### config.mk
export PLATFORM = sky130hd
export DESIGN_NAME = limit_alert_fault_queue
export DESIGN_NICKNAME = d
export VERILOG_FILES = /design/src/verilog/unused_placeholder.sv /design/src/verilog/alert_pkg.sv /design/src/verilog/pin_sync.sv /design/src/verilog/fault_queue.sv /design/src/verilog/limit_alert_fault_queue.sv
export VERILOG_INCLUDE_DIRS = /design/src /design/src/verilog
export SDC_FILE = /design/constraint.sdc
export NUM_CORES = 1
export LEC_CHECK = 0
export ABC_CLOCK_PERIOD_IN_PS = 10950
export BUFFER_PORTS_ARGS = -buffer_cell sky130_fd_sc_hd__buf_2
export CAP_MARGIN = 0
export CORE_MARGIN = 2
export CORE_UTILIZATION = 50
export CTS_BUF_LIST = sky130_fd_sc_hd__clkbuf_4 sky130_fd_sc_hd__clkbuf_8
export CTS_CLUSTER_SIZE = 25
export DETAILED_ROUTE_END_ITERATION = 6
export PLACE_DENSITY = 0.71
export REMOVE_ABC_BUFFERS = 1
export SYNTH_ARGS = -nofsm -noshare
export SYNTH_HDL_FRONTEND = slang
export SYNTH_SLANG_ARGS = --single-unit
### constraint.sdc
create_clock -name core_clk -period 10.95 [get_ports core_clk]
set_input_delay 2.19 -clock core_clk [delete_from_list [all_inputs] [get_ports core_clk]]
set_output_delay 2.19 -clock core_clk [all_outputs]
set_load 0.01 [all_outputs]
### src/verilog/alert_map.svh
// Purpose: register offsets, field positions, reset values and timing for the alert block
// Assumes: 8-bit registers reached at their printed offsets
// Notes:   definitions only
`ifndef ALERT_MAP_SVH
`define ALERT_MAP_SVH

// ==========================================================
// register offsets
`define CFG4_ADDR       8'h04
`define RATE_ADDR       8'h05
`define FQ_ADDR         8'h06
`define MASK1_ADDR      8'h08
`define MASK2_ADDR      8'h09
`define MASK3_ADDR      8'h0A
`define STAT1_ADDR      8'h4F
`define STAT2_ADDR      8'h50
`define STAT3_ADDR      8'h51

// ==========================================================
// field positions
`define B_LH            7
`define B_LL            6
`define B_RH            5
`define B_RL            4
`define B_RD            3
`define B_TPCT          4
`define B_TA            3
`define B_TS            2
`define B_FS            7
`define B_FA            6
`define B_REF           7
`define B_ALERT         0
`define B_FQ4           3
`define B_FQ3           2
`define B_FQ2           1

// ==========================================================
// defined-bit masks, reserved bits read zero
`define M1_DEF          8'hF8
`define M1_LOCAL        8'hC0
`define M1_REMOTE       8'h38
`define M2_DEF          8'h1C
`define M2_COMP         8'h18
`define M3_DEF          8'hC0

// ==========================================================
// reset values
`define RATE_RST        8'h07
`define FQ_RST          8'h01
`define MASK_RST        8'h00
`define CFG4_RST        8'h00

// ==========================================================
// rate codes and queue lengths
`define RATE_MAX        8'h0A
`define RATE_NOAVG_MIN  8'h08
`define FQ_LEN_1        3'h1
`define FQ_LEN_2        3'h2
`define FQ_LEN_3        3'h3
`define FQ_LEN_4        3'h4

// ==========================================================
// timing: 64 conversions per second is the fastest period
`define CLK_PERIOD_NS   8
`define FASTEST_PER_US  15625
`define NS_PER_US       1000

`endif

### src/verilog/unused_placeholder.sv
// Purpose: none
// Assumes: none
// Notes:   empty compilation unit
`timescale 1ns/100ps

### src/verilog/alert_pkg.sv
// Purpose: shared types of the alert block
// Assumes: nothing beyond the map header
// Notes:   types only
package alert_pkg;
    typedef logic [7:0] reg8_t;
    typedef logic [2:0] qlen_t;
endpackage

### src/verilog/pin_sync.sv
// Purpose: three-stage synchroniser for an asynchronous pin
// Assumes: output changes only once stages two and three agree
// Notes:   first stage feeds the second stage only
`timescale 1ns/100ps
module pin_sync #(
    parameter logic RST_VAL = 1'b1
) (
    // clock and reset
    input  wire logic core_clk,
    input  wire logic rst,
    // pin and filtered level
    input  wire logic din,
    output logic      dout
);
    logic s1_r;
    logic s2_r;
    logic s3_r;
    logic dout_nxt;

    // ==========================================================
    // accept a change only when the last two stages agree
    always_comb begin
        dout_nxt = (s2_r == s3_r) ? s3_r : dout;
    end

    always_ff @(posedge core_clk or posedge rst) begin
        if (rst) begin
            s1_r <= RST_VAL;
            s2_r <= RST_VAL;
            s3_r <= RST_VAL;
            dout <= RST_VAL;
        end else begin
            s1_r <= din;
            s2_r <= s1_r;
            s3_r <= s2_r;
            dout <= dout_nxt;
        end
    end
endmodule

### src/verilog/fault_queue.sv
// Purpose: consecutive out-of-limit counter for one temperature channel
// Assumes: sample is a one-cycle pulse per finished measurement
// Notes:   full is sticky until q_clear
`timescale 1ns/100ps
`include "alert_map.svh"
module fault_queue (
    // clock and reset
    input  wire logic          core_clk,
    input  wire logic          rst,
    // control
    input  wire logic          q_clear,
    input  wire logic          sample,
    input  wire logic          fault,
    input  wire alert_pkg::qlen_t q_len,
    // state
    output logic               full
);
    import alert_pkg::*;

    qlen_t cnt_r;
    qlen_t cnt_nxt;
    qlen_t cnt_base;
    qlen_t cnt_inc;
    logic  full_nxt;

    // ==========================================================
    // a sample in the clearing cycle still counts, so no result is lost
    always_comb begin
        cnt_base = q_clear ? '0 : cnt_r;
        cnt_inc  = (cnt_base >= `FQ_LEN_4) ? `FQ_LEN_4 : qlen_t'(cnt_base + `FQ_LEN_1);
        cnt_nxt  = cnt_base;
        full_nxt = q_clear ? 1'b0 : full;
        if (sample) begin
            cnt_nxt = fault ? cnt_inc : '0;
            if (fault && cnt_inc >= q_len) begin
                full_nxt = 1'b1;
            end
        end
    end

    always_ff @(posedge core_clk or posedge rst) begin
        if (rst) begin
            cnt_r <= '0;
            full  <= 1'b0;
        end else begin
            cnt_r <= cnt_nxt;
            full  <= full_nxt;
        end
    end
endmodule

### src/verilog/limit_alert_fault_queue.sv
// Purpose: status, mask and alert logic with temperature fault queue and rate select
// Assumes: register port driven by the serial bus engine; comparisons made upstream
// Notes:   alert outputs are open-drain, pin pulled low while its enable is high
// Functional notes
// - Two alert outputs: latched bus alert and self-clearing comparator alert.
// - Bus alert held until condition gone and status read or response cycle.
// - Out-of-limit sets status bit; unmasked source also pulls bus alert low.
// - Comparator alert low while any unmasked source is out of limits.
// - Mask blocks only the alert; the status bit still sets.
// - Mask one: bits 7..3 local high/low, remote high/low, diode error.
// - Mask two: bit 4 timer limit, bit 3 output asserted, bit 2 pin.
// - Pin-transition mask affects only the bus alert, not the comparator.
// - Mask three: bit 7 fan stall, bit 6 alarm speed.
// - Stall pin drives stall by default; config four bit 7 makes it reference.
// - Fault queue filters only temperature channels, bus alert only.
// - Separate counter per channel; fill after programmed consecutive faults.
// - Queue counters ignore the status bits.
// - Queue length decode: 000x=1, 001x=2, 01xx=3, 1xxx=4.
// - Queues cleared by response cycle, status one read, or reset.
// - Queue reset releases bus alert; it returns when the queue refills.
// - Rate codes 0x00..0x0A, 0.0625 to 64 per second, doubling.
// - No averaging at 16, 32 and 64 conversions per second.
// - New rate takes effect only after the running loop ends.
// - High limit flags at greater-or-equal, low limit at strictly less.
// - Status three bit 0 reads one while the bus alert is held low.
// - Status bits sticky; cleared by a read after the condition is gone.
`timescale 1ns/100ps
`include "alert_map.svh"
module limit_alert_fault_queue #(
    parameter int BASE_CYCLES = `FASTEST_PER_US * `NS_PER_US / `CLK_PERIOD_NS
) (
    // clock and reset
    input  wire logic             core_clk,
    input  wire logic             rst,
    // register port
    input  wire logic [7:0]       reg_addr,
    input  wire logic             reg_wr_en,
    input  wire alert_pkg::reg8_t reg_wdata,
    input  wire logic             reg_rd_en,
    output alert_pkg::reg8_t      reg_rdata,
    input  wire logic             ara_done,
    // temperature results, valid with their done pulse
    input  wire logic             local_done,
    input  wire logic             local_high_flag,
    input  wire logic             local_low_flag,
    input  wire logic             remote_done,
    input  wire logic             remote_high_flag,
    input  wire logic             remote_low_flag,
    input  wire logic             remote_diode_err,
    // other sources, levels
    input  wire logic             overtemp_timer_exceeded,
    input  wire logic             overtemp_output_asserted,
    input  wire logic             overtemp_io_pin_i,
    input  wire logic             fan_stall_flag,
    input  wire logic             fan_alarm_speed_flag,
    input  wire logic             loop_end,
    // alert pins
    output logic                  latched_bus_alert_out_n,
    output logic                  latched_bus_alert_out_oe,
    output logic                  comp_alert_n,
    output logic                  comp_alert_oe,
    // stall pin and status
    output logic                  fan_fault_o,
    output logic                  fan_fault_oe,
    output logic                  ref_mode,
    output logic                  overtemp_pin_active,
    // conversion control
    output logic                  conv_start,
    output alert_pkg::reg8_t      active_rate,
    output logic                  averaging_en
);
    import alert_pkg::*;

    // ==========================================================
    // state
    reg8_t       rate_r, rate_nxt;
    reg8_t       rate_act_r, rate_act_nxt;
    reg8_t       fq_r, fq_nxt;
    reg8_t       mask1_r, mask1_nxt;
    reg8_t       mask2_r, mask2_nxt;
    reg8_t       mask3_r, mask3_nxt;
    reg8_t       cfg4_r, cfg4_nxt;
    reg8_t       cur1_r, cur1_nxt;
    reg8_t       st1_r, st1_nxt;
    reg8_t       st2_r, st2_nxt;
    reg8_t       st3_r, st3_nxt;
    reg8_t       rdata_r, rdata_nxt;
    logic        bus_n_r, bus_n_nxt;
    logic        comp_n_r, comp_n_nxt;
    logic        stall_r, stall_nxt;
    logic        conv_r, conv_nxt;
    logic [31:0] cnt_r, cnt_nxt;

    // ==========================================================
    // combinational helpers
    logic        pin_lvl;
    logic        ts_cond;
    logic        clr1, clr2, clr3;
    logic        q_clear;
    logic        l_full, r_full;
    logic        l_fault, r_fault;
    logic        bus_req, comp_req;
    logic        mask_wr;
    reg8_t       cond2, cond3;
    reg8_t       rate_gap;
    logic [31:0] period;
    qlen_t       q_len;

    // queue length by priority decode of the low nibble
    function automatic qlen_t q_len_f(input reg8_t v);
        if (v[`B_FQ4]) begin
            return `FQ_LEN_4;
        end else if (v[`B_FQ3]) begin
            return `FQ_LEN_3;
        end else if (v[`B_FQ2]) begin
            return `FQ_LEN_2;
        end
        return `FQ_LEN_1;
    endfunction

    // ==========================================================
    // pin synchroniser; the pin is active low
    pin_sync #(
        .RST_VAL (1'b1)
    ) u_pin_sync (
        .core_clk (core_clk),
        .rst      (rst),
        .din      (overtemp_io_pin_i),
        .dout     (pin_lvl)
    );

    assign ts_cond = ~pin_lvl;

    // comparisons arrive flagged upstream with >= for high and < for low
    assign l_fault = local_high_flag | local_low_flag;
    assign r_fault = remote_high_flag | remote_low_flag | remote_diode_err;
    assign q_clear = clr1;
    assign q_len   = q_len_f(fq_r);

    // one counter per channel, fed by raw results, not by status bits
    fault_queue u_fq_local (
        .core_clk (core_clk),
        .rst      (rst),
        .q_clear  (q_clear),
        .sample   (local_done),
        .fault    (l_fault),
        .q_len    (q_len),
        .full     (l_full)
    );

    fault_queue u_fq_remote (
        .core_clk (core_clk),
        .rst      (rst),
        .q_clear  (q_clear),
        .sample   (remote_done),
        .fault    (r_fault),
        .q_len    (q_len),
        .full     (r_full)
    );

    // ==========================================================
    // next-state logic for registers, status and alerts
    always_comb begin
        rate_nxt     = rate_r;
        fq_nxt       = fq_r;
        mask1_nxt    = mask1_r;
        mask2_nxt    = mask2_r;
        mask3_nxt    = mask3_r;
        cfg4_nxt     = cfg4_r;
        rate_act_nxt = rate_act_r;
        rdata_nxt    = rdata_r;
        cur1_nxt     = cur1_r;
        mask_wr      = 1'b0;
        // register writes; reserved mask bits are dropped
        if (reg_wr_en) begin
            case (reg_addr)
                `CFG4_ADDR:  cfg4_nxt  = reg_wdata;
                `RATE_ADDR:  rate_nxt  = reg_wdata;
                `FQ_ADDR:    fq_nxt    = reg_wdata;
                `MASK1_ADDR: mask1_nxt = reg_wdata & `M1_DEF;
                `MASK2_ADDR: mask2_nxt = reg_wdata & `M2_DEF;
                `MASK3_ADDR: mask3_nxt = reg_wdata & `M3_DEF;
                default: ;
            endcase
            mask_wr = (reg_addr == `MASK1_ADDR) || (reg_addr == `MASK2_ADDR)
                   || (reg_addr == `MASK3_ADDR);
        end
        // read clears, each tied to its own status register
        clr1 = ara_done || (reg_rd_en && reg_addr == `STAT1_ADDR);
        clr2 = ara_done || (reg_rd_en && reg_addr == `STAT2_ADDR);
        clr3 = ara_done || (reg_rd_en && reg_addr == `STAT3_ADDR);
        // a reserved code is kept for readback but never applied
        if (loop_end && rate_r <= `RATE_MAX) begin
            rate_act_nxt = rate_r;
        end
        // latest temperature condition per channel
        if (local_done) begin
            cur1_nxt[`B_LH] = local_high_flag;
            cur1_nxt[`B_LL] = local_low_flag;
        end
        if (remote_done) begin
            cur1_nxt[`B_RH] = remote_high_flag;
            cur1_nxt[`B_RL] = remote_low_flag;
            cur1_nxt[`B_RD] = remote_diode_err;
        end
        cond2          = '0;
        cond2[`B_TPCT] = overtemp_timer_exceeded;
        cond2[`B_TA]   = overtemp_output_asserted;
        cond2[`B_TS]   = ts_cond;
        cond3          = '0;
        cond3[`B_FS]   = fan_stall_flag;
        cond3[`B_FA]   = fan_alarm_speed_flag;
        // sticky status, mask-independent; a live condition beats the clear
        st1_nxt = (cur1_r & `M1_DEF) | (st1_r & ~{8{clr1}});
        st2_nxt = cond2 | (st2_r & ~{8{clr2}});
        st3_nxt = cond3 | (st3_r & ~{8{clr3}});
        // bus alert: temperature through the queues, the rest through status
        bus_req = (l_full && |(st1_r & ~mask1_r & `M1_LOCAL))
               || (r_full && |(st1_r & ~mask1_r & `M1_REMOTE))
               || |(st2_r & ~mask2_r & `M2_DEF)
               || |(st3_r & ~mask3_r & `M3_DEF);
        // comparator alert: live levels, pin transition ignores its mask
        comp_req = |(cur1_r & ~mask1_r & `M1_DEF)
                || |(cond2 & ~mask2_r & `M2_COMP)
                || ts_cond
                || |(cond3 & ~mask3_r & `M3_DEF);
        bus_n_nxt  = ~bus_req;
        comp_n_nxt = ~comp_req;
        stall_nxt  = fan_stall_flag && !cfg4_r[`B_REF];
        // register reads, unmapped offsets answer zero
        if (reg_rd_en) begin
            case (reg_addr)
                `CFG4_ADDR:  rdata_nxt = cfg4_r;
                `RATE_ADDR:  rdata_nxt = rate_r;
                `FQ_ADDR:    rdata_nxt = fq_r;
                `MASK1_ADDR: rdata_nxt = mask1_r;
                `MASK2_ADDR: rdata_nxt = mask2_r;
                `MASK3_ADDR: rdata_nxt = mask3_r;
                `STAT1_ADDR: rdata_nxt = st1_r;
                `STAT2_ADDR: rdata_nxt = st2_r;
                `STAT3_ADDR: rdata_nxt = st3_r | {7'h00, ~bus_n_r};
                default:     rdata_nxt = '0;
            endcase
        end
        // conversion tick; slower codes double the fastest period
        rate_gap = `RATE_MAX - rate_act_r;
        period   = 32'(BASE_CYCLES) << rate_gap[3:0];
        conv_nxt = (cnt_r == '0);
        cnt_nxt  = conv_nxt ? period - 32'h0000_0001 : cnt_r - 32'h0000_0001;
    end

    // ==========================================================
    // registers
    always_ff @(posedge core_clk or posedge rst) begin
        if (rst) begin
            rate_r     <= `RATE_RST;
            rate_act_r <= `RATE_RST;
            fq_r       <= `FQ_RST;
            mask1_r    <= `MASK_RST;
            mask2_r    <= `MASK_RST;
            mask3_r    <= `MASK_RST;
            cfg4_r     <= `CFG4_RST;
            cur1_r     <= '0;
            st1_r      <= '0;
            st2_r      <= '0;
            st3_r      <= '0;
            rdata_r    <= '0;
            bus_n_r    <= 1'b1;
            comp_n_r   <= 1'b1;
            stall_r    <= 1'b0;
            conv_r     <= 1'b0;
            cnt_r      <= '0;
        end else begin
            rate_r     <= rate_nxt;
            rate_act_r <= rate_act_nxt;
            fq_r       <= fq_nxt;
            mask1_r    <= mask1_nxt;
            mask2_r    <= mask2_nxt;
            mask3_r    <= mask3_nxt;
            cfg4_r     <= cfg4_nxt;
            cur1_r     <= cur1_nxt;
            st1_r      <= st1_nxt;
            st2_r      <= st2_nxt;
            st3_r      <= st3_nxt;
            rdata_r    <= rdata_nxt;
            bus_n_r    <= bus_n_nxt;
            comp_n_r   <= comp_n_nxt;
            stall_r    <= stall_nxt;
            conv_r     <= conv_nxt;
            cnt_r      <= cnt_nxt;
        end
    end

    // ==========================================================
    // outputs; open-drain pins drive low only while enabled
    assign reg_rdata                = rdata_r;
    assign latched_bus_alert_out_n  = bus_n_r;
    assign latched_bus_alert_out_oe = ~bus_n_r;
    assign comp_alert_n             = comp_n_r;
    assign comp_alert_oe            = ~comp_n_r;
    assign fan_fault_o              = 1'b0;
    assign fan_fault_oe             = stall_r;
    assign ref_mode                 = cfg4_r[`B_REF];
    assign overtemp_pin_active      = st2_r[`B_TS];
    assign conv_start               = conv_r;
    assign active_rate              = rate_act_r;
    assign averaging_en             = (rate_act_r < `RATE_NOAVG_MIN);
endmodule

=== Word level (Yosys, flattened, before mapping) ===
Cells that the tools add are included.

* Input bits: 34
* Output and inout bits: 26
* Bits in registers: 127
* Word-level logic and storage cells: 131

* Bitwise logic cells: 27
* Order comparisons: 6
* Eq/ne operators: 10
* Shifts and indexed selects: 1
* Reduce and logical (&&, ||, !) cells: 33
* Muxes and demuxes: 23
* Add/sub/neg operators: 5

{| class="wikitable"
|+ Operators with widths
! operator !! count
|-
| 8-bit one-hot mux with 9 select lines || 1
|-
| 32-bit by 1-bit subtractor with 32-bit output, second input constant || 2
|-
| 8-bit AND || 7
|-
| 8-bit NOT || 5
|-
| 3-bit two-way mux || 12
|-
| 32-bit logical NOT || 1
|-
| 32-bit two-way mux || 1
|-
| 21-bit by 4-bit left shift with 32-bit output, first input constant || 1
|-
| 8-bit by 3-bit equality test with 1-bit output, second input constant || 3
|-
| 8-bit by 4-bit equality test with 1-bit output, second input constant || 3
|-
| 8-bit by 7-bit equality test with 1-bit output, second input constant || 3
|-
| 8-bit OR || 2
|-
| 2-bit AND reduction || 6
|-
| 5-bit AND || 2
|-
| 1-bit logical AND || 9
|-
| 1-bit logical OR || 9
|-
| 1-bit two-way mux || 9
|-
| 8-bit by 4-bit less-or-equal comparator with 1-bit output, second input constant || 1
|-
| 8-bit by 4-bit less-than comparator with 1-bit output, second input constant || 1
|-
| 5-bit by 8-bit OR with 8-bit output || 1
|-
| 8-bit by 1-bit OR with 8-bit output || 1
|-
| 2-bit OR reduction || 4
|-
| 3-bit by 1-bit adder with 3-bit output, second input constant || 2
|-
| 3-bit greater-or-equal comparator || 2
|-
| 9 further kinds || 17
|}

=== Longest topological paths before layout ===
* Word-level depth: 10
* Depth in mapped cells: 17
* Gate-level depth less buffers: 14

=== Hierarchy ===
Synthesis repeated with hierarchy kept, for this count alone.

* Cells, all modules: 760
* Area total of the unflattened synthesis: 7314.5 um2

{| class="wikitable"
|+ By module, submodules not included
! module !! area an instance (um2) !! cells each !! seq. area each (um2) !! instances
|-
| limit_alert_fault_queue || 6568.8 || 692 || 2889.0 || 1
|-
| fault_queue || 312.8 || 31 || 100.1 || 2
|-
| pin_sync || 120.1 || 6 || 105.1 || 1
|}

=== Worst setup path before layout ===
OpenSTA, ideal clock, no wires.

* Kind: input to register
* From: in reg_addr[0]
* To: reg u_fq_remote.full
* Buffers on the path: 1
* Library setup time: 141 ps
* Required time: 10809 ps
* Stages: 11
* Arrival time: 4557 ps
* Path slack: 6252 ps
* Cells stage by stage: clkbuf_1 > nand3_1 > nor4b_2 > a21oi_1 > and2_1 > ha_1 > and2_1 > ha_1 > a21o_1 > a21oi_1 > o21ai_0

* Longest elaborated chain between the ends: 10
* Elaborated cells on any way between the ends: 12
* Those cells by class: add/sub (1); order compare (2); eq/ne (1); mux (5); reduce/logical (3)

{| class="wikitable"
|+ RTL lines
! element !! line !! text
|-
| start: declaration || limit_alert_fault_queue.sv:36 || <nowiki>input wire logic [7:0] reg_addr,</nowiki>
|-
| 8-bit by 7-bit equality test with 1-bit output (*) || n/a ||
|-
| 1-bit logical AND (no line) (*) || n/a ||
|-
| 1-bit logical OR (*) || limit_alert_fault_queue.sv:189 || <nowiki>clr1 = ara_done || (reg_rd_en && reg_addr == `STAT1_ADDR);</nowiki>
|-
| 3-bit two-way mux || fault_queue.sv:29 || <nowiki>cnt_base = q_clear ? '0 : cnt_r;</nowiki>
|-
| 3-bit by 1-bit adder with 3-bit output (no line) / 3-bit greater-or-equal comparator (equally long branches) || n/a ||
|-
| 3-bit two-way mux || fault_queue.sv:30 || <nowiki>cnt_inc = (cnt_base >= `FQ_LEN_4) ? `FQ_LEN_4 : qlen_t'(cnt_base + `FQ_LEN_1);</nowiki>
|-
| 3-bit greater-or-equal comparator || fault_queue.sv:35 || <nowiki>if (fault && cnt_inc >= q_len) begin</nowiki>
|-
| 1-bit logical AND || fault_queue.sv:35 ||
|-
| 1-bit two-way mux || fault_queue.sv:35 ||
|-
| 1-bit two-way mux (*) || fault_queue.sv:33 || <nowiki>if (sample) begin</nowiki>
|-
| net u_fq_remote.full_nxt || fault_queue.sv:24 || <nowiki>logic full_nxt;</nowiki>
|-
| end signal: assignment || fault_queue.sv:47 || <nowiki>full <= full_nxt;</nowiki>
|-
| end: declaration || fault_queue.sv:16 || <nowiki>output logic full</nowiki>
|}

The timed path passes the listed nets; every way through them passes the cells marked *.
A chain may end at the register's enable or synchronous reset.

=== Worst setup path in the final report ===
* From: reg rate_act_r[0], in the netlist active_rate[0]
* To: reg cnt_r[18]

* Longest elaborated chain between the ends: 4

{| class="wikitable"
|+ RTL lines
! element !! line !! text
|-
| start: declaration || limit_alert_fault_queue.sv:77 || <nowiki>reg8_t rate_act_r, rate_act_nxt;</nowiki>
|-
| start signal: assignment || limit_alert_fault_queue.sv:257 || <nowiki>rate_act_r <= `RATE_RST;</nowiki>
|-
| start signal: assignment || limit_alert_fault_queue.sv:275 || <nowiki>rate_act_r <= rate_act_nxt;</nowiki>
|-
| 4-bit subtractor (no line) || n/a ||
|-
| 21-bit by 4-bit left shift with 32-bit output || limit_alert_fault_queue.sv:247 || <nowiki>period = 32'(BASE_CYCLES) << rate_gap[3:0];</nowiki>
|-
| 32-bit by 1-bit subtractor with 32-bit output || limit_alert_fault_queue.sv:249 || <nowiki>cnt_nxt = conv_nxt ? period - 32'h0000_0001 : cnt_r - 32'h0000_0001;</nowiki>
|-
| 32-bit two-way mux || limit_alert_fault_queue.sv:249 ||
|-
| net cnt_nxt[18] || limit_alert_fault_queue.sv:92 || <nowiki>logic [31:0] cnt_r, cnt_nxt;</nowiki>
|-
| end signal: assignment || limit_alert_fault_queue.sv:290 || <nowiki>cnt_r <= cnt_nxt;</nowiki>
|-
| end: declaration || limit_alert_fault_queue.sv:92 ||
|}

The timed path passes the listed nets, and every way through them passes these cells.

==> results by group <==
Synthesis
  • Synth Warn #: 0
  • Synthesized area per cell: 9.62 um^2
  • Sequential fraction of the synthesis area: 45.5%
  • Count leader, synth: dfrtp_1
  • Synthesized cell area: 7020 um^2
  • EDFF count, synth: 0
  • Synth Register Bits: 127
  • Synth Instances: 729
  • Yosys top cell by area: dfrtp_1
  • Ys async rst share: 100%
  • Synth area leaders: dfrtp_1, mux2_2, dfstp_2, nand2_1, nor2_1
  • Top-area cell type share of the netlist area: 40.7%
  • Netlist cell types: 77
  • Ys flop type: dfrtp_1
  • Most common library cells after synthesis: dfrtp_1, nand2_1, nor2_1

STA
  • Total Neg Setup Slack: 0 ns
  • Final Hold Fails: 0
  • Max-slew violations: 0
  • Slew HR: 18.8%
  • Top achievable clock speed: 205 MHz
  • Fin Clk Skew: 0.0105 ns
  • RSZ-0062 raised after global routing: no
  • Final setup viols: 0
  • Tightest Pin Transition: 1.22 ns
  • Fin worst setup slack: 6.07 ns
  • Fin crit share: 44.6%
  • Period minus WS final: 4.88 ns

Floorplan
  • Core Region: 13,800 um^2
  • Die Y: 122 um
  • Row Count: 43
  • Chip width: 122 um
  • Total die area: 15,000 um^2
  • # IOs: 60
  • Starting Density: 50.9%

Placed design
  • Number of port buffers: 58
  • DP Wirelength: 13,200 um
  • RePlAce Congestion: 0.960
  • Pre-CTS setup slack: 5.81 ns
  • Area after DPL: 7450 um^2

Cells and area
  • Area of the multi-input gates: 3540 um^2
  • Area grow syn2layout: 11.6%
  • Finished Cell Area: 7830 um^2
  • Antenna Cells: 0
  • Fraction of layout cells with a size suffix above 1: 20.8%
  • FILL cells: 1,238
  • Final #Nets: 831
  • Reg area: 3190 um^2

Setup path
  • Crit path kind: flip-flop to flip-flop
  • WP data required: 11.32 ns
  • Setup crit start kind: flip-flop
  • Crit path max fanout: 37
  • R2r worst-path depth: 12
  • Endpoint class of the critical path: flip-flop
  • Critical Path AT: 5.25 ns

CTS
  • CTS Hold Buffers Added: 0
  • Number of buffers created by CTS: 17
  • CTS H-Tree Depth: 4
  • CTS Sinks: 127
  • Worst-path clk slew: 0.08 ns
  • CTS tree: yes
  • Root Driver: clkbuf_8
  • Clock Tree Buf Depth: 2
  • Clock Latency Late Sink: 0.46 ns
  • Post-CTS Resized: 0
  • Post-CTS Setup Bufs: 0

Routing
  • DR pass1 iterations: 5
  • Met3 wire len: 907 um
  • Post-detailed-route wirelength per cell: 18.7 um
  • Routed Antenna Nets: 0
  • Iteration-0 DRC Markers: 434
  • M1 WL: 7520 um
  • DRC errors left: 0
  • Via count: 5,878
  • Vias per cell: 6.03
  • Top Layer Used: met4
  • Met2 WL: 9180 um
  • Final WL: 18,200 um

Power and ir drop
  • Cell leakage power: 3.48 nW
  • Tot Pwr: 0.00108 W
  • Worst VDD drop: 0.102 mV
  • Pwr dens: 138 nW/um^2

Min path
  • Type of the worst min-delay path: flip-flop to flip-flop
  • Hold path cells: 0

Status
  • Status: completed

Global route
  • Total grt overflow: 0
  • Global-route wire length before repair: 29,300 um
  • Largest net degree at the start of global routing: 68
  • Initial antenna violation count: 0
  • Gr usage total: 25.3%
  • Vias in the first global route: 5,742

Job
  • Number of max-cap violations: 0
[layout make-up]
cell class	instances	area share [%]
clock inverters	14	1.71
inverters	39	1.92
repair buffers	65	4.38
flip-flops and latches	127	40.8
clock buffers	18	3.16
multi-input cells	531	45.2
well taps	180	2.88
[worst paths after layout]
kind                                 startpoint  slack, ns              end
worst max-delay path             active_rate[0]       6.07        cnt_r[18]
worst min-delay path            u_pin_sync.s1_r       0.36  u_pin_sync.s2_r
worst max register to register   active_rate[0]       6.07        cnt_r[18]
worst min register to register  u_pin_sync.s1_r       0.36  u_pin_sync.s2_r
max in group asynchronous                   rst       7.76        rate_r[5]
min in group asynchronous                   rst       1.87         cnt_r[2]
[state kept, by name, indices dropped and copies added, names as in the netlist, 2 cells and up]
register,cells
cnt_r,32
active_rate,8
cfg4_r,8
fq_r,8
rate_r,8
reg_rdata,8
st1_r,8
st2_r,8
st3_r,8
cur1_r,5
mask1_r,5
mask2_r,3
u_fq_local.cnt_r,3
u_fq_remote.cnt_r,3
mask3_r,2
[cell families after synthesis]
logic type                 synth area share [%]
and+or+nand+nor                            19.1
muxes                                      7.51
AOI/OAI and AO/OA                          18.5
other                                    0.0535
DFF                                        45.5
adders and majority gates                  3.00
buffers and inverters                      4.05
xor gates and xnor gates                   2.25
[metrics by stage]
| stage | instances | hold slack, ns | utilization, % |
|---|---|---|---|
| after detailed placement | 942 | 0.356 | 54.1 |
| after floorplan | 697 | 0.345 | - |
| after CTS | 974 | 0.365 | 56.9 |
| final | 974 | 0.364 | 56.9 |
| after global placement | 942 | 0.350 | 54.1 |
| after global routing | 974 | 0.374 | 56.9 |
[metal layers]
| layer | up-vias | GRT usage (%) |
|---|---|---|
| li1 | 2752 | - |
| met2 | 191 | 42.9 |
| met3 | 43 | 5.53 |
| met1 | 2892 | 30.9 |
| met5 | - | 0 |
| met4 | 0 | 11.2 |
[worst max-delay path, cell delays in order (launching register included)]
cell,delay (ns)
dfstp_2,0.78
ha_1,0.49
ha_1,0.69
a31oi_1,0.37
ha_1,0.22
nor3b_1,0.32
nand2_1,0.14
or3_1,0.37
nor3_1,0.20
and3_1,0.33
nand4b_1,0.22
or4_1,0.55
o211ai_1,0.10
[layout by cell type, fill, tap and decap left out, drive strengths merged, types with 12 or more instances in the layout]
cell type,netlist,final
nand2,68,68
clkbuf,19,18
a22o,12,12
nand2b,13,13
nor3,25,25
and2,22,22
dfstp,13,13
inv,38,42
mux2,37,37
dfrtp,114,114
ha,16,16
a21oi,31,31
o21ai,40,40
buf,13,65
a221oi,12,12
nor2,63,63
a31oi,14,14
[where the power goes]
part / switching [W] / internal, W
Clock: 0.000207 / 0.000188
Sequential: 0.0000234 / 0.000489
Combinational: 0.000110 / 0.0000615
Note: power is estimated with default switching activity, not from simulation.
